<file path="src/pkg/host_cmd_pkg.sv">
// constants for the host command register upper fields block
package host_cmd_pkg;
	localparam logic [11:0] cmd_off = 12'h000;
	localparam logic [11:0] irq_stat_off = 12'h004;
	localparam logic [11:0] irq_mask_off = 12'h008;
	localparam logic [11:0] sched_stat_off = 12'h00c;
	localparam int doorbell_bit = 6;
	localparam int light_reset_bit = 7;
	localparam int park_cnt_lo = 8;
	localparam int park_cnt_hi = 9;
	localparam int park_en_bit = 11;
	localparam int thresh_lo = 16;
	localparam int thresh_hi = 23;
	localparam logic [1:0] park_cnt_rst = 2'h3;
	localparam logic park_en_rst = 1'h1;
	localparam logic [7:0] thresh_rst = 8'h08;
	localparam logic [6:0] uframe_div_rst = 7'h00;
	// 125 us micro-frame at 50 MHz
	localparam int uframe_ns = 125000;
	localparam int clk_ns = 20;
	localparam int uframe_cycles = uframe_ns / clk_ns;
	// interrupt status / mask layout
	localparam int ev_advance = 0;
	localparam int ev_boundary = 1;
	localparam int num_ev = 2;
endpackage : host_cmd_pkg

</file>
<file path="src/hw/host_cmd_upper.sv">
// command register upper fields with doorbell handshake over apb
`timescale 1ns/1ns
////////////////////////////////////////////////////////////////////////////////
// Notes on behaviour
// bit 6 doorbell asks for interrupt at threshold after next queue advance
// software rings the doorbell by writing one to bit 6
// cached schedule state evicted before advance flag is set
// controller clears doorbell only after setting the advance flag; the code clears it one edge before advance_flag rises
// bit 7 light reset is read only and reads zero
// bits 9:8 park count, read/write, reset 11b
// bit 11 park enable, read/write, reset 1b
// bits 23:16 interrupt threshold, read/write, reset 08h
// threshold codes 01h..40h give 1..64 micro-frame intervals
// software writes only listed threshold codes; others undefined
// reserved bits read zero and ignore writes
module host_cmd_upper #(
	parameter int uframe_len = host_cmd_pkg::uframe_cycles
) (
	input wire logic core_clk,
	input wire logic resetn,
	input wire logic psel,
	input wire logic penable,
	input wire logic pwrite,
	input wire logic [11:0] paddr,
	input wire logic [31:0] pwdata,
	output logic [31:0] prdata,
	output logic pready,
	output logic pslverr,
	input wire logic queue_advanced,
	input wire logic cache_evicted,
	output logic evict_req,
	output logic [1:0] park_count,
	output logic park_enable,
	output logic [7:0] irq_threshold,
	output logic advance_flag,
	output logic irq
);
	// divider width follows the micro-frame length
	localparam int div_w = $clog2(uframe_len + 1);

	typedef enum logic [1:0] {
		idle,
		wait_adv,
		wait_evict,
		wait_bound
	} db_e;
	db_e db_state_reg;
	logic doorbell_reg;
	logic [1:0] park_cnt_reg;
	logic park_en_reg;
	logic [7:0] thresh_reg;
	logic [6:0] uframe_cnt_reg;
	logic [div_w-1:0] div_reg;
	logic [host_cmd_pkg::num_ev-1:0] stat_reg;
	logic [host_cmd_pkg::num_ev-1:0] mask_reg;
	logic [host_cmd_pkg::num_ev-1:0] ev_set;
	logic [host_cmd_pkg::num_ev-1:0] clr_ev;
	logic uframe_tick;
	logic boundary;
	logic access;
	logic wr;
	logic rd;
	logic sel_cmd;
	logic sel_stat;
	logic sel_mask;
	logic sel_sched;
	logic mapped;
	logic wr_cmd;
	logic wr_stat;
	logic wr_mask;
	logic ring;
	logic set_adv;
	logic evict_next;
	logic pready_next;
	logic pslverr_next;
	logic [31:0] rdata_next;

	////////////////////////////////////////////////////////////////////////
	// address decode shared by the write and error paths
	assign sel_cmd = (paddr == host_cmd_pkg::cmd_off);
	assign sel_stat = (paddr == host_cmd_pkg::irq_stat_off);
	assign sel_mask = (paddr == host_cmd_pkg::irq_mask_off);
	assign sel_sched = (paddr == host_cmd_pkg::sched_stat_off);
	assign mapped = sel_cmd || sel_stat || sel_mask || sel_sched;

	// a write lands only on the edge that samples pready high
	assign access = psel && penable;
	assign wr = access && pwrite && pready;
	assign rd = access && !pwrite;
	assign wr_cmd = wr && sel_cmd;
	assign wr_stat = wr && sel_stat;
	assign wr_mask = wr && sel_mask;
	assign clr_ev = {host_cmd_pkg::num_ev{wr_stat}} &
		pwdata[host_cmd_pkg::num_ev-1:0];
	// writing zero to the doorbell does nothing
	assign ring = wr_cmd && pwdata[host_cmd_pkg::doorbell_bit];
	assign pready_next = access && !pready;
	assign pslverr_next = access && !pready && !mapped;
	assign evict_next = (db_state_reg == wait_adv && queue_advanced) ||
		(db_state_reg == wait_evict && !cache_evicted);

	////////////////////////////////////////////////////////////////////////
	// micro-frame tick and threshold boundary
	assign uframe_tick = (div_reg == div_w'(uframe_len - 1));
	// count + 1 >= code, so a threshold lowered to count + 1 or below ends the interval at the next tick
	assign boundary = uframe_tick &&
		({1'b0, uframe_cnt_reg} + 8'h01 >= thresh_reg);
	assign set_adv = (db_state_reg == wait_bound) && boundary;
	assign ev_set[host_cmd_pkg::ev_advance] = set_adv;
	assign ev_set[host_cmd_pkg::ev_boundary] = boundary;

	// divider: a one-cycle tick per micro-frame, no second clock
	always_ff @(posedge core_clk) begin
		if (!resetn) begin
			div_reg <= '0;
		end else if (uframe_tick) begin
			div_reg <= '0;
		end else begin
			div_reg <= div_reg + div_w'(1);
		end
	end

	// interval counter restarts at each boundary
	always_ff @(posedge core_clk) begin
		if (!resetn) begin
			uframe_cnt_reg <= host_cmd_pkg::uframe_div_rst;
		end else if (boundary) begin
			uframe_cnt_reg <= host_cmd_pkg::uframe_div_rst;
		end else if (uframe_tick) begin
			uframe_cnt_reg <= uframe_cnt_reg + 7'h01;
		end
	end

	////////////////////////////////////////////////////////////////////////
	// configuration fields, one flop group each
	always_ff @(posedge core_clk) begin
		if (!resetn) begin
			park_cnt_reg <= host_cmd_pkg::park_cnt_rst;
		end else if (wr_cmd) begin
			park_cnt_reg <= pwdata[host_cmd_pkg::park_cnt_hi:
				host_cmd_pkg::park_cnt_lo];
		end
	end

	always_ff @(posedge core_clk) begin
		if (!resetn) begin
			park_en_reg <= host_cmd_pkg::park_en_rst;
		end else if (wr_cmd) begin
			park_en_reg <= pwdata[host_cmd_pkg::park_en_bit];
		end
	end

	always_ff @(posedge core_clk) begin
		if (!resetn) begin
			thresh_reg <= host_cmd_pkg::thresh_rst;
		end else if (wr_cmd) begin
			// unlisted codes are stored as written; timing then undefined
			thresh_reg <= pwdata[host_cmd_pkg::thresh_hi:
				host_cmd_pkg::thresh_lo];
		end
	end

	////////////////////////////////////////////////////////////////////////
	// doorbell bit: rung by software, cleared by the controller
	always_ff @(posedge core_clk) begin
		if (!resetn) begin
			doorbell_reg <= 1'b0;
		end else if (set_adv) begin
			// status bit and clear share an edge; the clear leads the advance_flag output by one cycle
			doorbell_reg <= 1'b0;
		end else if (ring && db_state_reg == idle) begin
			doorbell_reg <= 1'b1;
		end
	end

	// handshake: wait advance, wait eviction, wait boundary
	always_ff @(posedge core_clk) begin
		if (!resetn) begin
			db_state_reg <= idle;
		end else begin
			unique case (db_state_reg)
				idle: begin
					// a ring while a handshake runs is ignored
					if (ring) begin
						db_state_reg <= wait_adv;
					end
				end
				wait_adv: begin
					if (queue_advanced) begin
						db_state_reg <= wait_evict;
					end
				end
				wait_evict: begin
					if (cache_evicted) begin
						db_state_reg <= wait_bound;
					end
				end
				wait_bound: begin
					if (set_adv) begin
						db_state_reg <= idle;
					end
				end
			endcase
		end
	end

	// evict request stands until the engine reports the eviction
	always_ff @(posedge core_clk) begin
		if (!resetn) begin
			evict_req <= 1'b0;
		end else begin
			evict_req <= evict_next;
		end
	end

	////////////////////////////////////////////////////////////////////////
	// sticky status and mask per event; a set wins over the clear
	for (genvar ev = 0; ev < host_cmd_pkg::num_ev; ev++) begin : g_event
		always_ff @(posedge core_clk) begin
			if (!resetn) begin
				stat_reg[ev] <= 1'b0;
			end else if (ev_set[ev]) begin
				stat_reg[ev] <= 1'b1;
			end else if (clr_ev[ev]) begin
				stat_reg[ev] <= 1'b0;
			end
		end

		always_ff @(posedge core_clk) begin
			if (!resetn) begin
				mask_reg[ev] <= 1'b0;
			end else if (wr_mask) begin
				mask_reg[ev] <= pwdata[ev];
			end
		end
	end

	// level interrupt, one cycle behind the status bits
	always_ff @(posedge core_clk) begin
		if (!resetn) begin
			irq <= 1'b0;
		end else begin
			irq <= |(stat_reg & mask_reg);
		end
	end

	always_ff @(posedge core_clk) begin
		if (!resetn) begin
			advance_flag <= 1'b0;
		end else begin
			advance_flag <= stat_reg[host_cmd_pkg::ev_advance];
		end
	end

	////////////////////////////////////////////////////////////////////////
	// apb read mux; reserved and light reset bits stay zero
	always_comb begin
		rdata_next = 32'h00000000;
		unique case (paddr)
			host_cmd_pkg::cmd_off: begin
				rdata_next[host_cmd_pkg::doorbell_bit] = doorbell_reg;
				rdata_next[host_cmd_pkg::light_reset_bit] = 1'b0;
				rdata_next[host_cmd_pkg::park_cnt_hi:
					host_cmd_pkg::park_cnt_lo] = park_cnt_reg;
				rdata_next[host_cmd_pkg::park_en_bit] = park_en_reg;
				rdata_next[host_cmd_pkg::thresh_hi:
					host_cmd_pkg::thresh_lo] = thresh_reg;
			end
			host_cmd_pkg::irq_stat_off: begin
				rdata_next[host_cmd_pkg::num_ev-1:0] = stat_reg;
			end
			host_cmd_pkg::irq_mask_off: begin
				rdata_next[host_cmd_pkg::num_ev-1:0] = mask_reg;
			end
			host_cmd_pkg::sched_stat_off: begin
				rdata_next[$bits(db_e)-1:0] = db_state_reg;
			end
			default: begin
				rdata_next = 32'h00000000;
			end
		endcase
	end

	// one wait state: pready rises in the second access cycle
	always_ff @(posedge core_clk) begin
		if (!resetn) begin
			pready <= 1'b0;
		end else begin
			pready <= pready_next;
		end
	end

	// unmapped offsets answer with an error and the write is dropped
	always_ff @(posedge core_clk) begin
		if (!resetn) begin
			pslverr <= 1'b0;
		end else begin
			pslverr <= pslverr_next;
		end
	end

	// read data is latched once and stands while pready is high
	always_ff @(posedge core_clk) begin
		if (!resetn) begin
			prdata <= 32'h00000000;
		end else if (rd && !pready) begin
			prdata <= rdata_next;
		end
	end

	////////////////////////////////////////////////////////////////////////
	// registered copies for the schedule engine, one cycle behind
	always_ff @(posedge core_clk) begin
		if (!resetn) begin
			park_count <= host_cmd_pkg::park_cnt_rst;
		end else begin
			park_count <= park_cnt_reg;
		end
	end

	always_ff @(posedge core_clk) begin
		if (!resetn) begin
			park_enable <= host_cmd_pkg::park_en_rst;
		end else begin
			park_enable <= park_en_reg;
		end
	end

	always_ff @(posedge core_clk) begin
		if (!resetn) begin
			irq_threshold <= host_cmd_pkg::thresh_rst;
		end else begin
			irq_threshold <= thresh_reg;
		end
	end
endmodule : host_cmd_upper

</file>
<file path="config.mk">
export PLATFORM = sky130hd
export DESIGN_NAME = host_cmd_upper
export DESIGN_NICKNAME = d
export VERILOG_FILES = /design/src/pkg/host_cmd_pkg.sv /design/src/hw/host_cmd_upper.sv
export SDC_FILE = /design/constraint.sdc
export NUM_CORES = 1
export LEC_CHECK = 0
export BUFFER_PORTS_ARGS = -buffer_cell sky130_fd_sc_hd__buf_2
export CAP_MARGIN = 40
export CORE_ASPECT_RATIO = 1.4
export CORE_MARGIN = 2
export CORE_UTILIZATION = 33
export CTS_CLUSTER_DIAMETER = 60
export DETAILED_ROUTE_END_ITERATION = 6
export HOLD_SLACK_MARGIN = 0.15
export PLACE_DENSITY_LB_ADDON = 0.08
export SKIP_LAST_GASP = 1
export SYNTH_ARGS = -nofsm -noshare
export SYNTH_HDL_FRONTEND = slang
export SYNTH_SLANG_ARGS = --single-unit
export TNS_END_PERCENT = 50
</file>
<file path="constraint.sdc">
create_clock -name core_clk -period 2.5 [get_ports core_clk]
set_clock_uncertainty 0.1 [all_clocks]
set_input_delay 0.5 -clock core_clk [delete_from_list [all_inputs] [get_ports core_clk]]
set_output_delay 0.5 -clock core_clk [all_outputs]
set_load 0.01 [all_outputs]
</file>
==> impl_summary.txt <==
----------------------------------------------------
[Worst hold path]
  Class of the worst hold path ... in2reg
  Depth of the worst hold-timing path ... 3

[Critical path]
  Cell family with the largest share of critical-path delay ... compound AO/OA/AOI/OAI gates
  Highest net fanout along the worst path ... 4
  Slowest cell on the critical path ... sky130_fd_sc_hd__dfxtp_2
  Setup slack on the worst flop-to-flop path ... -80 ps
  Worst stage delay on the critical path ... 330 ps
  Crit. path cell count ... 11
  Critical Path RT ... 2610 ps
  Buffer and inverter count on the worst path ... 1
  Critical Path Start Type ... flop
  Category of the worst setup path capture point ... flop
  Length in cells of the worst reg-to-reg path ... 11
  Launching element of the worst setup path ... uframe_cnt_reg[1]$_SDFFE_PP0P_
  Worst setup path class ... reg2reg
  Critical path destination ... db_state_reg[1]$_SDFFE_PN0P_
  Reg-to-reg critical path startpoint ... uframe_cnt_reg[1]$_SDFFE_PP0P_
  Cell breakdown of the critical path ... ha_4, and3_4, and3_4, xor2_2, ha_4, buf_4, a21o_1, a211o_1, o221ai_4, a221oi_4, mux2i_1
  Capture instance of the worst register-to-register path ... db_state_reg[1]$_SDFFE_PN0P_
  Data arrival time of the critical path ... about 2700 ps

[Finish]
  Most common library cell in the layout ignoring fill and taps ... sky130_fd_sc_hd__dfxtp_1
  Flip-flop count of the largest register, all copies and words added ... 14
  Highest-count cells in the layout ignoring fill and taps ... sky130_fd_sc_hd__dfxtp_1, sky130_fd_sc_hd__buf_2, sky130_fd_sc_hd__nor2b_1
  Final Core Density ... 0.4490
  Count of inserted antenna diode cells ... 0
  Area growth from synthesis to layout ... 32.30%
  Layout net count ... between 400 and 500
  Share of final-layout standard cells stronger than drive strength 1 ... 0.3073
  Count of non-filler cells in the finished layout ... 517

[Floorplanning]
  Die boundary height ... 118.0 um
  Standard-cell rows ... 41
  Boundary Pins ... 99
  Floorplan die area ... about 10000 sq um
  Chip width ... 85.44 um
  Floorplan core area ... 9029 sq um
  Initial core utilization ... 0.3394

[GRT]
  Aggregate global routing overflow ... 0
  Wire length of the first global-routing pass ... 11.14 mm
  Vias in the first global route ... between 2000 and 2500
  Global-route total usage across every layer ... 0.1400
  Largest net degree at the start of global routing ... 39
  Initial antenna violation count ... 0

[Synthesis]
  Post-synth EDFFs ... 0
  Synth async-reset ratio ... 0
  Dominant register cell in the synthesized netlist ... sky130_fd_sc_hd__dfxtp_1
  Distinct cell type count of the synthesized netlist ... 39
  Syn. warnings ... 0
  Post-Syn Instances ... 323
  Post-synthesis sequential element count ... 68
  Per-instance average area after synthesis ... 9.487 sq um
  Cell Area, Synth ... 3064 sq um
  Seq/Total Area, Yosys ... 0.4443

[Placement]
  Count of port buffers added during placement ... 62
  DP Cell Count ... between 400 and 500
  Worst setup timing slack at the placement stage ... -198.8 ps
  Estimated wirelength of the detail-placed design ... 4.782 mm
  Weighted congestion at the end of routability-driven global placement ... 0.7637

[Outcome]
  Failing checks ... negative setup slack
  Result of the run ... complete, but fails checks

[Timing]
  Slew Limit Fails ... 0
  Max Clock Freq ... roughly 390 MHz
  Worst slew margin relative to its limit ... 0.6794
  Final clock period utilization by the worst path ... 1.031
  Count of endpoints failing hold in the final timing report ... 0
  Setup repair after global routing missed its margin ... yes
  Slew of the pin with the lowest slew margin ... 468.7 ps
  Final Critical Period ... 2579 ps
  Final critical-path setup slack ... -78.53 ps
  Setup violation total in the final timing report ... 4

[Power and ir drop]
  Max VDD drop ... 0.4040 mV
  PD cells ... 646.2 nW/um^2
  Post-route total power ... about 0.0026 W
  Leak pwr ... 1.668 nW

[Drt]
  Total number of vias ... approximately 2400
  Violation count after the first detailed-route iteration ... 50
  Number of vias per cell after detailed routing ... about 4.6
  Count of antenna-violating nets left after detailed routing ... 0
  TritonRoute pass-1 iters ... 4
  DRC errors left ... 0
  Wire length per cell after detailed routing ... 12.71 um
  Wire length reported by the detailed router ... ~6.6 mm

[CTS]
  CTS tree ... done
  Clock Pin Slew Worst Setup and Hold Paths ... 50 ps
  Clock sink count ... 68
  Clock latency on the worst-skew pair ... 330 ps
  Clk Tree Root Cell ... sky130_fd_sc_hd__clkbuf_16
  Clock tree buffer depth ... 2
  Number of clock buffers inserted by TritonCTS ... 9
  Total number of H-tree levels ... 3

[Flow run]
  Max Cap Viol ... 0

----------------------------------------------------
-- worst min-delay path, cell delays in order --
cell and delay (ps):
sky130_fd_sc_hd__buf_2 80, sky130_fd_sc_hd__mux2i_1 50, sky130_fd_sc_hd__nand2_1 60
-- what timing repair did --
| action | in CTS | in global routing |
|---|---|---|
| hold buffers | 0 | 0 |
| setup buffers | 1 | 1 |
| pin swaps | 8 | 12 |
| setup endpoints to repair | 12 | 12 |
| gates resized for setup | 16 | 10 |
-- cell families (layout without fill, tap and decap cells) --
family | after synthesis | after routing | share of synthesized area
and+or+nand+nor | 124 | 124 | 0.2189
DFF | 68 | 68 | 0.4443
buffers and inverters | 42 | 112 | 0.07350
AOI/OAI and AO/OA | 35 | 35 | 0.08330
xor gates and xnor gates | 20 | 20 | 0.05717
muxes | 17 | 17 | 0.05635
adders and majority gates | 16 | 16 | 0.06533
other | 1 | 18 | 0.001224
-- per-layer routing --
layer / track usage / vias up / share of wire
li1: - / 1215 / -
met1: 0.1521 / 1078 / 0.42
met2: 0.2417 / 49 / 0.51
met3: 0.03506 / 15 / 0.041
met4: 0.08036 / 0 / 0.029
met5: 0 / - / 0
-- how the worst min path moves through the flow --
stage                            startpoint                           end  slack [ps]
2_1_floorplan    thresh_reg[3]$_SDFFE_PN1P_   irq_threshold[3]$_SDFF_PN1_         330
3_3_place_gp   park_cnt_reg[1]$_SDFFE_PN1P_      park_count[1]$_SDFF_PN1_         350
3_5_place_dp   park_cnt_reg[1]$_SDFFE_PN1P_      park_count[1]$_SDFF_PN1_         350
4_1_cts                           pwdata[9]  park_cnt_reg[1]$_SDFFE_PN1P_         270
5_1_grt                          pwdata[11]      park_en_reg$_SDFFE_PN1P_         290
6_report                         pwdata[11]      park_en_reg$_SDFFE_PN1P_         290
-- power by group --
group / switching (W) / internal, W
combinational: 0.0000530 / 0.0000380
clock: 0.000458 / 0.000975
sequential: 0.00000564 / 0.00109
total: 0.000517 / 0.00210
-- cells in the mapped netlist, drive strengths merged (4+ instances only) --
cell type,instances,share of area
o21ai,5,0.0082
dfxtp,68,0.44
clkbuf,10,0.012
ha,16,0.065
a21oi,4,0.0065
nand3,5,0.0082
and3,8,0.016
nand2b,6,0.012
a22oi,15,0.037
nor4,5,0.015
inv,14,0.017
nand2,25,0.031
mux2i,15,0.049
and2,10,0.020
nor2b,26,0.053
buf,18,0.044
nor3,6,0.0098
xor2,15,0.043
nor2,23,0.028
xnor2,5,0.014
-- metrics by stage --
stage	setup TNS (ps)	hold slack, ps	cell area [sq um]
floorplan	-14.13	332.9	3137
global placement	-1709	346.3	3571
detailed placement	-2013	348.9	3571
CTS	-544.4	274.4	3994
global route	-1389	290.6	4054
finish	-245.2	288.1	4054
-- cell type report --
type,count,area (sq um)
Sequential cell,68,1364
Inverter,14,52.55
Clock buffer,10,229.0
Tap cell,107,133.9
Multi-Input combinational cell,230,1690
Fill cell,876,4975
Clock inverter,6,111.4
Timing Repair Buffer,82,473.0
Power figures use the tool's default switching activity.
